[src/qdec_pkg.sv]
// Constants, field positions and types shared by the window address decoder
// Functional notes
// Decode the address as soon as it is stable, not at SYNC.
// Latch on SYNC; out-of-range cycles get no reply and no bus drive.
// Page/direct switch picks page or direct addressing.
// Normalized address is bus bits 12-21 minus start switch bits 12-21.
// Direct mode: bus bits 0-11 go straight to array bits 0-11.
// Direct mode: bits 12-18 to decoder; any of bits 19-21 is out-of-range.
// Valid access asserts RPLY; reads drive array data, writes take bus data.
// Bits 12-21 all ones or BBS7 mean I/O page, never an array access.
// Normalized bits 12-15 feed the array and, with 16-18, the decoder; the code feeds normalized bits 12-17 to the array.
// Pattern 00/01/10/11: half 2K, full 2K, full 4K, full 8K.
// Full arrays select sets on 12-14, 13-15 or 14-16; higher bits out-of-range.
// Empty socket or exceeded small array flags unselected, ORed into out-of-range.
// Page mode windows answer only while page control bit 15 is set.
// Page mode: bus bits 0-10 pass through; bus bit 11 picks the window.
// Page mode: any normalized bit 12-21 set ignores the cycle.
// Window page number replaces array bits 11-17; low byte window 0.
// Page mode array address is 18 bits, limiting capacity to 256 KB.
// Page mode half-populated 2K: array bits 12-13 pick one of four sets.
// Page mode combines the normalized check with the decoder check.
// Page control bit 7 unused, bit 15 is the window enable.
// Power-up and bus restart clear the page control register.
// Closed windows give no reply, so the master times out.
package qdec_pkg;
  localparam int BUS_AW      = 22;
  localparam int HI_LSB      = 12;
  localparam int HI_W        = 10;
  localparam int DATA_W      = 16;
  localparam int ARR_AW      = 18;
  localparam int DEC_W       = 7;
  localparam int CS_N        = 8;
  localparam int PAGE_W      = 7;
  localparam int WIN_BIT     = 11;
  localparam int IO_OFS_W    = 13;
  localparam int PCR_SEL_W   = 4;
  // Page control register fields
  localparam int PCR_WIN0_LSB = 0;
  localparam int PCR_WIN1_LSB = 8;
  localparam int PCR_EN_BIT   = 15;
  localparam logic [DATA_W-1:0] PCR_RESET = 16'h0000;
  localparam logic [DATA_W-1:0] PCR_MASK  = 16'hff7f;
  // Offset of the page control register group inside the I/O page; bit 12 set
  // because addresses with bits 12-21 all ones count as I/O page
  localparam logic [IO_OFS_W-1:0] PCR_IO_BASE = 13'h1e00;
  // Array decoder patterns
  localparam logic [1:0] PAT_HALF_2K = 2'h0;
  localparam logic [1:0] PAT_FULL_2K = 2'h1;
  localparam logic [1:0] PAT_FULL_4K = 2'h2;
  localparam logic [1:0] PAT_FULL_8K = 2'h3;
  // Array read access time and derived wait, rounded up
  localparam int CLK_MHZ        = 100;
  localparam int ARRAY_ACCESS_NS = 450;
  localparam int ARRAY_WAIT_CYC = (ARRAY_ACCESS_NS * CLK_MHZ + 999) / 1000;
  localparam int CNT_W          = 6;
  typedef enum logic [2:0] {
    ST_IDLE, ST_ADDR, ST_READ, ST_REPLY, ST_WAIT_END
  } qdec_state_t;
endpackage

[src/qdec_dec_if.sv]
// Signals between the decoder top and its normalizer and array decoder
`timescale 1ns/1ns
interface qdec_dec_if;
  logic [qdec_pkg::HI_W-1:0]  bus_hi;
  logic [qdec_pkg::HI_W-1:0]  start;
  logic                       page_mode;
  logic [qdec_pkg::HI_W-1:0]  norm;
  logic                       below;
  logic                       oor_hi;
  logic [qdec_pkg::DEC_W-1:0] dec_bits;
  logic [1:0]                 pattern;
  logic [qdec_pkg::CS_N-1:0]  socket;
  logic [qdec_pkg::CS_N-1:0]  cs;
  logic                       unsel;
  modport norm_mp (input bus_hi, start, page_mode, output norm, below, oor_hi);
  modport dec_mp  (input dec_bits, pattern, socket, output cs, unsel);
  modport top_mp  (output bus_hi, start, page_mode, dec_bits, pattern, socket,
                   input norm, below, oor_hi, cs, unsel);
endinterface

[src/qdec_array.sv]
// Array decoder: chip-set select and unselected flag per pattern
`timescale 1ns/1ns
module qdec_array (
  qdec_dec_if.dec_mp d
);
  logic [2:0] idx;
  logic       over;

  // Select field and overflow field move up with device size
  always_comb
  begin
    unique case (d.pattern)
      qdec_pkg::PAT_HALF_2K:
      begin
        idx  = {1'b0, d.dec_bits[1:0]};
        over = |d.dec_bits[6:2];
      end
      qdec_pkg::PAT_FULL_2K:
      begin
        idx  = d.dec_bits[2:0];
        over = |d.dec_bits[6:3];
      end
      qdec_pkg::PAT_FULL_4K:
      begin
        idx  = d.dec_bits[3:1];
        over = |d.dec_bits[6:4];
      end
      qdec_pkg::PAT_FULL_8K:
      begin
        idx  = d.dec_bits[4:2];
        over = |d.dec_bits[6:5];
      end
    endcase
  end

  // Empty socket counts as unselected, same as a capacity overrun
  assign d.unsel = over | ~d.socket[idx];
  assign d.cs    = over ? 8'h00 : (8'h01 << idx);
endmodule

[src/qdec_norm.sv]
// Address normalizer and coarse range check
`timescale 1ns/1ns
module qdec_norm (
  qdec_dec_if.norm_mp n
);
  localparam int DEC_HI = qdec_pkg::DEC_W;
  logic [qdec_pkg::HI_W:0] diff;

  // Borrow out of the subtraction marks an address below the start
  assign diff     = {1'b0, n.bus_hi} - {1'b0, n.start};
  assign n.norm   = diff[qdec_pkg::HI_W-1:0];
  assign n.below  = diff[qdec_pkg::HI_W];
  // Page mode spans 4 KB, so every normalized bit must be clear
  assign n.oor_hi = n.page_mode ? (|diff[qdec_pkg::HI_W-1:0])
                                : (|diff[qdec_pkg::HI_W-1:DEC_HI]);
endmodule

[src/qdec_top.sv]
// Q-bus slave address decoder for a paged or direct memory array
`timescale 1ns/1ns
module qdec_top (
  input  wire logic                          clk_i,
  input  wire logic                          reset_i,
  input  wire logic                          ce_i,
  // Bus pins
  input  wire logic [qdec_pkg::BUS_AW-1:0]   bus_dal_i,
  output logic      [qdec_pkg::DATA_W-1:0]   bus_dal_o,
  output logic                               bus_dal_oe_o,
  input  wire logic                          bus_sync_i,
  input  wire logic                          bus_din_i,
  input  wire logic                          bus_dout_i,
  input  wire logic                          bus_bbs7_i,
  input  wire logic                          bus_init_i,
  output logic                               bus_rply_o,
  // Configuration switches and jumpers
  input  wire logic                          page_mode_i,
  input  wire logic [qdec_pkg::HI_W-1:0]     start_addr_i,
  input  wire logic [1:0]                    pattern_i,
  input  wire logic [qdec_pkg::PCR_SEL_W-1:0] pcr_sel_i,
  input  wire logic [qdec_pkg::CS_N-1:0]     socket_present_i,
  // Memory array
  output logic      [qdec_pkg::ARR_AW-1:0]   array_addr_o,
  output logic      [qdec_pkg::CS_N-1:0]     array_cs_o,
  output logic                               array_rd_o,
  output logic                               array_wr_o,
  output logic      [qdec_pkg::DATA_W-1:0]   array_wdata_o,
  input  wire logic [qdec_pkg::DATA_W-1:0]   array_rdata_i
);
  localparam int PIN_W = qdec_pkg::BUS_AW + 5 + 1 + qdec_pkg::HI_W + 2
                         + qdec_pkg::PCR_SEL_W + qdec_pkg::CS_N;
  localparam logic [qdec_pkg::CNT_W-1:0] WAIT_LOAD =
    qdec_pkg::CNT_W'(qdec_pkg::ARRAY_WAIT_CYC - 1);

  logic [PIN_W-1:0]                 pin_meta_ff;
  logic [PIN_W-1:0]                 pin_ff;
  logic                             sync_q_ff;
  qdec_pkg::qdec_state_t            state_ff;
  logic [qdec_pkg::DATA_W-1:0]      pcr_ff;
  logic [qdec_pkg::CNT_W-1:0]       cnt_ff;
  logic                             is_pcr_ff;
  logic [qdec_pkg::DATA_W-1:0]      bus_dal_ff;
  logic                             bus_dal_oe_ff;
  logic                             bus_rply_ff;
  logic [qdec_pkg::ARR_AW-1:0]      array_addr_ff;
  logic [qdec_pkg::CS_N-1:0]        array_cs_ff;
  logic                             array_rd_ff;
  logic                             array_wr_ff;
  logic [qdec_pkg::DATA_W-1:0]      array_wdata_ff;

  logic [qdec_pkg::BUS_AW-1:0]      dal_s;
  logic                             sync_s;
  logic                             din_s;
  logic                             dout_s;
  logic                             bbs7_s;
  logic                             init_s;
  logic                             page_s;
  logic [qdec_pkg::HI_W-1:0]        start_s;
  logic [1:0]                       pattern_s;
  logic [qdec_pkg::PCR_SEL_W-1:0]   pcr_sel_s;
  logic [qdec_pkg::CS_N-1:0]        socket_s;
  logic                             win1;
  logic [qdec_pkg::PAGE_W-1:0]      page_num;
  logic [qdec_pkg::ARR_AW-1:0]      arr_addr_w;
  logic                             io_page;
  logic [qdec_pkg::IO_OFS_W-1:0]    pcr_addr;
  logic                             pcr_hit;
  logic                             win_open;
  logic                             array_hit;
  logic                             sync_rise;
  logic                             pcr_wr;
  logic                             rd_done;

  qdec_dec_if dif ();

  qdec_norm u_norm (
    .n (dif.norm_mp)
  );

  qdec_array u_array (
    .d (dif.dec_mp)
  );

  // Every bus and switch pin passes two flops; the first stage is read by nothing else
  always_ff @(posedge clk_i or posedge reset_i)
  begin
    if (reset_i)
    begin
      pin_meta_ff <= '0;
      pin_ff      <= '0;
    end
    else if (ce_i)
    begin
      pin_meta_ff <= {bus_dal_i, bus_sync_i, bus_din_i, bus_dout_i, bus_bbs7_i,
                      bus_init_i, page_mode_i, start_addr_i, pattern_i,
                      pcr_sel_i, socket_present_i};
      pin_ff      <= pin_meta_ff;
    end
  end

  // Unpack the synchronised pins
  assign {dal_s, sync_s, din_s, dout_s, bbs7_s, init_s, page_s, start_s,
          pattern_s, pcr_sel_s, socket_s} = pin_ff;

  // Decode runs continuously on the live address, ahead of SYNC
  assign dif.bus_hi    = dal_s[qdec_pkg::BUS_AW-1:qdec_pkg::HI_LSB];
  assign dif.start     = start_s;
  assign dif.page_mode = page_s;
  assign dif.pattern   = pattern_s;
  assign dif.socket    = socket_s;

  // Window select and page number from the page control register
  assign win1     = dal_s[qdec_pkg::WIN_BIT];
  assign page_num = win1 ? pcr_ff[qdec_pkg::PCR_WIN1_LSB +: qdec_pkg::PAGE_W]
                         : pcr_ff[qdec_pkg::PCR_WIN0_LSB +: qdec_pkg::PAGE_W];

  // Array address: page mode only reaches 18 bits, hence the 256 KB limit
  assign arr_addr_w = page_s ? {page_num, dal_s[qdec_pkg::WIN_BIT-1:0]}
                             : {dif.norm[5:0], dal_s[qdec_pkg::WIN_BIT:0]};
  assign dif.dec_bits = page_s ? {1'b0, page_num[qdec_pkg::PAGE_W-1:1]}
                               : dif.norm[qdec_pkg::DEC_W-1:0];

  // I/O page accesses are kept away from the array entirely
  assign io_page  = bbs7_s | (&dal_s[qdec_pkg::BUS_AW-1:qdec_pkg::HI_LSB]);
  assign pcr_addr = qdec_pkg::PCR_IO_BASE + {8'h00, pcr_sel_s, 1'b0};
  assign pcr_hit  = page_s & bbs7_s & (dal_s[qdec_pkg::IO_OFS_W-1:0] == pcr_addr);
  assign win_open = ~page_s | pcr_ff[qdec_pkg::PCR_EN_BIT];
  // Either range check alone is enough to ignore the cycle
  assign array_hit = ~io_page & ~dif.below & ~dif.oor_hi & ~dif.unsel
                     & win_open;

  assign sync_rise = sync_s & ~sync_q_ff;
  assign pcr_wr    = (state_ff == qdec_pkg::ST_ADDR) & dout_s & is_pcr_ff;
  assign rd_done   = (state_ff == qdec_pkg::ST_READ) & (cnt_ff == '0);

  // Page control register; restart clears it just like power-up
  always_ff @(posedge clk_i or posedge reset_i)
  begin
    if (reset_i)
      pcr_ff <= qdec_pkg::PCR_RESET;
    else if (ce_i)
    begin
      if (init_s)
        pcr_ff <= qdec_pkg::PCR_RESET;
      else if (pcr_wr)
        pcr_ff <= dal_s[qdec_pkg::DATA_W-1:0] & qdec_pkg::PCR_MASK;
    end
  end

  // SYNC edge detector on the synchronised level
  always_ff @(posedge clk_i or posedge reset_i)
  begin
    if (reset_i)
      sync_q_ff <= 1'b0;
    else if (ce_i)
      sync_q_ff <= sync_s;
  end

  // Read access counter
  always_ff @(posedge clk_i or posedge reset_i)
  begin
    if (reset_i)
      cnt_ff <= '0;
    else if (ce_i)
    begin
      if (state_ff != qdec_pkg::ST_READ)
        cnt_ff <= WAIT_LOAD;
      else if (cnt_ff != '0)
        cnt_ff <= cnt_ff - 1'b1;
    end
  end

  // Latch the decode at SYNC so later address changes cannot disturb it
  always_ff @(posedge clk_i or posedge reset_i)
  begin
    if (reset_i)
    begin
      array_addr_ff <= '0;
      array_cs_ff   <= '0;
      is_pcr_ff     <= 1'b0;
    end
    else if (ce_i && sync_rise && state_ff == qdec_pkg::ST_IDLE)
    begin
      array_addr_ff <= arr_addr_w;
      array_cs_ff   <= array_hit ? dif.cs : '0;
      is_pcr_ff     <= pcr_hit;
    end
  end

  // Bus cycle sequencer; a missed cycle waits out SYNC silently
  always_ff @(posedge clk_i or posedge reset_i)
  begin
    if (reset_i)
    begin
      state_ff       <= qdec_pkg::ST_IDLE;
      bus_rply_ff    <= 1'b0;
      bus_dal_oe_ff  <= 1'b0;
      bus_dal_ff     <= '0;
      array_rd_ff    <= 1'b0;
      array_wr_ff    <= 1'b0;
      array_wdata_ff <= '0;
    end
    else if (ce_i)
    begin
      array_wr_ff <= 1'b0;
      unique case (state_ff)
        qdec_pkg::ST_IDLE:
        begin
          if (sync_rise)
            state_ff <= (array_hit | pcr_hit) ? qdec_pkg::ST_ADDR
                                              : qdec_pkg::ST_WAIT_END;
        end
        qdec_pkg::ST_ADDR:
        begin
          if (!sync_s)
            state_ff <= qdec_pkg::ST_IDLE;
          else if (din_s && is_pcr_ff)
          begin
            bus_dal_ff    <= pcr_ff;
            bus_dal_oe_ff <= 1'b1;
            bus_rply_ff   <= 1'b1;
            state_ff      <= qdec_pkg::ST_REPLY;
          end
          else if (din_s)
          begin
            array_rd_ff <= 1'b1;
            state_ff    <= qdec_pkg::ST_READ;
          end
          else if (dout_s)
          begin
            array_wdata_ff <= dal_s[qdec_pkg::DATA_W-1:0];
            array_wr_ff    <= ~is_pcr_ff;
            bus_rply_ff    <= 1'b1;
            state_ff       <= qdec_pkg::ST_REPLY;
          end
        end
        qdec_pkg::ST_READ:
        begin
          if (rd_done)
          begin
            bus_dal_ff    <= array_rdata_i;
            bus_dal_oe_ff <= 1'b1;
            bus_rply_ff   <= 1'b1;
            array_rd_ff   <= 1'b0;
            state_ff      <= qdec_pkg::ST_REPLY;
          end
        end
        qdec_pkg::ST_REPLY:
        begin
          // Hold the reply until the master drops its strobe
          if (!din_s && !dout_s)
          begin
            bus_rply_ff   <= 1'b0;
            bus_dal_oe_ff <= 1'b0;
            state_ff      <= qdec_pkg::ST_WAIT_END;
          end
        end
        qdec_pkg::ST_WAIT_END:
        begin
          if (!sync_s)
            state_ff <= qdec_pkg::ST_IDLE;
        end
      endcase
    end
  end

  // Outputs straight from flops
  assign bus_dal_o     = bus_dal_ff;
  assign bus_dal_oe_o  = bus_dal_oe_ff;
  assign bus_rply_o    = bus_rply_ff;
  assign array_addr_o  = array_addr_ff;
  assign array_cs_o    = array_cs_ff;
  assign array_rd_o    = array_rd_ff;
  assign array_wr_o    = array_wr_ff;
  assign array_wdata_o = array_wdata_ff;
endmodule

[config.mk]
export PLATFORM = sky130hd
export DESIGN_NAME = qdec_top
export DESIGN_NICKNAME = d
export VERILOG_FILES = /design/src/qdec_pkg.sv /design/src/qdec_dec_if.sv /design/src/qdec_array.sv /design/src/qdec_norm.sv /design/src/qdec_top.sv
export SDC_FILE = /design/constraint.sdc
export NUM_CORES = 1
export LEC_CHECK = 0
export ABC_AREA = 1
export BUFFER_PORTS_ARGS = -buffer_cell sky130_fd_sc_hd__buf_2
export CORE_MARGIN = 5
export CORE_UTILIZATION = 56
export DETAILED_ROUTE_END_ITERATION = 8
export PLACE_DENSITY = 0.85
export SYNTH_ARGS = -nofsm -noshare
export SYNTH_HDL_FRONTEND = slang
export SYNTH_SLANG_ARGS = --single-unit
[constraint.sdc]
create_clock -name clk_i -period 12.2 [get_ports clk_i]
set_input_delay 2.44 -clock clk_i [delete_from_list [all_inputs] [get_ports clk_i]]
set_output_delay 2.44 -clock clk_i [all_outputs]
set_load 0.02 [all_outputs]
After elaboration in Yosys (flattened, before gate mapping)
Index checks and enable logic that the tools add are counted.

word-level totals
  bits in read-only memories = 0
  memory bits (writable) = 0
  flip-flop bits (word level) = 193
  memories kept = 0
  output and inout port bits = 62
  latch bits = 0
  input port bits = 71

cells by class
  divide/modulo/power cells = 0
  bitwise logic cells = 24
  add/subtract/negate cells = 3
  muxes and demuxes = 48
  shift operators = 1
  reductions and logical operators = 29
  $lt $le $gt $ge = 1
  equality and inequality tests = 20
  multipliers = 0

operators with widths
  operator               count
  $mux 16                5
  $pmux 16 s2            1
  $mux 3                 9
  $reduce_and 6->1       4
  $mux 1                 19
  $mux 18                1
  $mux 8                 2
  $pmux 3 s5             1
  $mux 7                 2
  $ne 2x2->1 const B     7
  $eq 13x13->1           1
  $mux 6                 2
  $pmux 3 s4             1
  $add 10x6->11 const A  1
  $sub 10x10->11         1
  $and 1x1->1            10
  $not 1->1              10
  $reduce_and 10->1      1
  $reduce_or 10->1       1
  $ne 3x2->1 const B     3
  $shl 1x3->8 const A    1
  $reduce_and 7->1       1
  $eq 3x2->1 const B     2
  $logic_not 6->1        1
  26 further kinds       39

Logic depth before layout (Yosys ltp)
  depth in word-level cells = 14
  depth in mapped cells = 19

Hierarchy
Synthesis repeated with hierarchy kept, for this count alone.

second synthesis, totals
  cells, all modules = 1130
  area total of the unflattened synthesis = 9072.5 µm²

by module, submodules not included
  module      area an instance (µm²)  times used  cells an instance
  qdec_top    8015.2                  1           926
  qdec_norm   673.1                   1           131
  qdec_array  384.1                   1           73

Worst setup path after synthesis
Ideal clock, no wire load.

  path type = input to register
  from = input port ce_i
  to = register array_cs_ff, in the netlist array_cs_o[0]
  cell stages on the path = 8
  data arrival time = 3.777 ns
  slack = 8.305 ns
  path buffers = 3
  data required time = 12.082 ns
  cell sequence = buf_2 nand2_1 nor4_2 inv_1 buf_2 buf_2 nand2_1 nand2_1

between the ends
  cells in the longest elaborated chain, start to end = 2

RTL lines
  element                         line             source
  from (decl)                     qdec_top.sv:6    input wire logic ce_i,
  $logic_and 1x1->1 (2 in a row)  qdec_top.sv:183  else if (ce_i && sync_rise && state_ff == qdec_pkg::ST_IDLE)
  to (signal assigned)            qdec_top.sv:186  array_cs_ff <= array_hit ? dif.cs : '0;
  to (decl)                       qdec_top.sv:47   logic [qdec_pkg::CS_N-1:0] array_cs_ff;

Every way passes these cells.
A chain may end at the register's enable or synchronous reset.

Worst setup path in the final report
  from = input port ce_i
  to = register array_cs_ff, in the netlist array_cs_o[3]

The elaborated chain is that of the path after synthesis.

==> metrics <==
Ports 133; Comb pwr share 26.5%; Skew-Pair Late Insertion Delay 0.44 ns; routed vias 7332; via-per-instance ratio 5.367; largest net degree at the start of global routing 122; total congestion overflow 0; switching share of power 35.04%; Hold Fails Final Rpt 0; Worst Setup Path Type in -> reg; WHS 0.4746 ns; DIE HEIGHT 134.1 um; pwr/cell area 187.6 mW/mm^2; Post-route DRC 0; Setup TNS 0 ns; Die ar. 0.01799 mm^2; Initial Utilization 56.96%; Worst Max-Slew Pin Slew 1.253 ns; Final ANT Viol Nets 0; Slew HR 16.26%; Area contributors post-synth dfrtp_1, nand2_1, o21ai_0; Overall Global Routing Usage 23.56%; status finished, final reports clean; clk buf depth 2; max-slew violations 0; I/O Buffers 132; CP Max Fanout 58; CTS Buf Count 17; RePlAce Congestion 0.9072; syn_nets 1138; clock transition at the registers of the reported paths 0.06 ns; Die Wd 134.1 um; Req. time, crit path 12.57 ns; initial antenna violation count 0; Tmin final 4.771 ns; Seq cells post-synth 192; Syn Inst Count 1055; Final Cycle Share 39.11%; Leak Pwr 5.242 nW; DR WL/cell 15.20 um; CTS tree done; average size of a mapped cell 8.177 um^2; Clock Sinks 192; # hold bufs at CTS 0; share of power burned in registers 44.8%; nets 1249; CP endpoint kind flip-flop; Seq/Total Area, Yosys 55.69%; Int Pwr 1.211 mW; H-tree depth 4; Pre-antenna DRT Iters 5; post-CTS sizing 0; fmax 209.6 MHz; total setup buffers inserted after CTS 0; WP data arrival 5.14 ns; clock root buffer clkbuf_16; antenna diode count 0; HP Class reg -> reg; routed wire length 20760 um; Initial DRC Count 620; vias in the first global route 7077; clock share of power 28.7%; CP Launch Type primary input; peak supply drop 0.09808 mV; Layout Area Growth over Synthesis 15.16%; CORE AREA 0.01515 mm^2; Yosys top cell by area dfrtp_1; Final setup viols 0; Psw 653.2 uW; yosys warns 0; first-pass GRT wire length 34210 um; dpl hpwl 14370 um; fraction of layout instances using a drive strength above 1 15.53%; row count 45; Synth cell types 32; RSZ-0062 raised after global routing no; Synth top area share 55.69%; maxcap violations 0; post-route clock skew 0.009335 ns; Post-Synthesis Cell Area 0.008627 mm^2
per-stage QoR:
step	util (%)	cells	setup slack [ns]	instance area (um^2)	total power, mW
floorplan	-	1055	4.533	8627	1.171
finish	65.59	1366	7.429	9935	1.864
CTS	65.59	1366	7.442	9935	1.869
detailed placement	61.88	1335	7.042	9371	1.335
global route	65.59	1366	7.042	9935	1.967
global placement	61.88	1335	7.088	9371	1.317
path summary, 6_finish.rpt:
check	from	to	slack, ns	cells after the start
setup reg to reg	pin_ff[42]	array_cs_o[3]	9.19	17
setup / recovery	ce_i	array_cs_o[3]	7.43	7
max in group asynchronous	reset_i	pin_meta_ff[3]	8.60	3
hold reg to reg	pin_meta_ff[0]	pin_meta_ff[0]	0.47	2
min in group asynchronous	reset_i	cnt_ff[3]	2.18	2
hold / removal	pin_meta_ff[0]	pin_meta_ff[0]	0.47	2
worst max-delay path, stage by stage:
cell	delay (ns)
buf_4	0.40
nand2_1	0.15
nor4_2	0.70
inv_1	0.70
nor2_1	0.47
nand4_1	0.17
nand2_1	0.10
cell usage after synthesis, drive strengths merged:
cell,number
nand3,57
o21bai,1
clkinv,1
clkbuf,31
dfrtp,192
inv,109
ha,11
fa,1
xnor2,1
xor2,2
or3,1
nand3b,1
a21oi,15
nor3,6
nand4,21
nor4,3
o31ai,3
o211ai,2
nand2,393
buf,13
o21ai,115
nor2,58
a31oi,18
layout make-up:
class	instances	area (um^2)
Clock buffer	21	460.4
Clock inverter	10	102.6
Fill cell	1227	5211
Inverter	110	420.4
Multi-Input combinational cell	709	3218
Sequential cell	192	4805
Tap cell	188	235.2
Timing Repair Buffer	136	693.2
cell families (layout without fill, tap and decap cells):
kind of cell	after synthesis	count (layout)	share of synthesized area, %
and+or+nand+nor	540	540	25.66
DFF	192	192	55.69
AOI/OAI and AO/OA	154	154	9.456
buffers and inverters	154	277	7.063
adders and majority gates	12	12	1.827
xor gates and xnor gates	3	3	0.3046
power groups by stage:
| stage | clock network, mW | registers [mW] | logic [mW] |
|---|---|---|---|
| 6_report | 0.534 | 0.836 | 0.494 |
| 5_1_grt | 0.565 | 0.850 | 0.552 |
| 4_1_cts | 0.540 | 0.833 | 0.496 |
| 3_5_place_dp | 0 | 0.844 | 0.491 |
| 3_3_place_gp | 0 | 0.841 | 0.476 |
| 2_1_floorplan | 0 | 0.903 | 0.268 |
placed cells by master (no fill, tap or decap), types with 3 or more instances in the layout:
master	n
nand2_1	392
dfrtp_1	192
buf_2	131
o21ai_0	113
inv_1	102
nor2_1	55
nand3_1	54
nand4_1	21
a31oi_1	18
clkbuf_16	17
a21oi_1	15
ha_1	11
inv_2	6
nor3_1	5
buf_4	5
inv_6	4
nand3_2	3
o31ai_1	3
routing by layer:
metal  GRT usage, %  wire, um  vias to the layer above
met2          37.51      9843                      264
met5              0         0                        -
li1               -         -                     3584
met1          32.62      9146                     3453
met4          7.353       375                        0
met3          5.364      1392                       31
flip-flops by register name, summed over array words and instances, names as in the netlist, 3 cells and up:
name / flops
state_ff: 3
pcr_ff: 15
bus_dal_o: 16
array_wdata_o: 16
cnt_ff: 6
pin_ff: 52
pin_meta_ff: 52
array_cs_o: 8
array_addr_o: 18
Power figures use the tool's default switching activity.
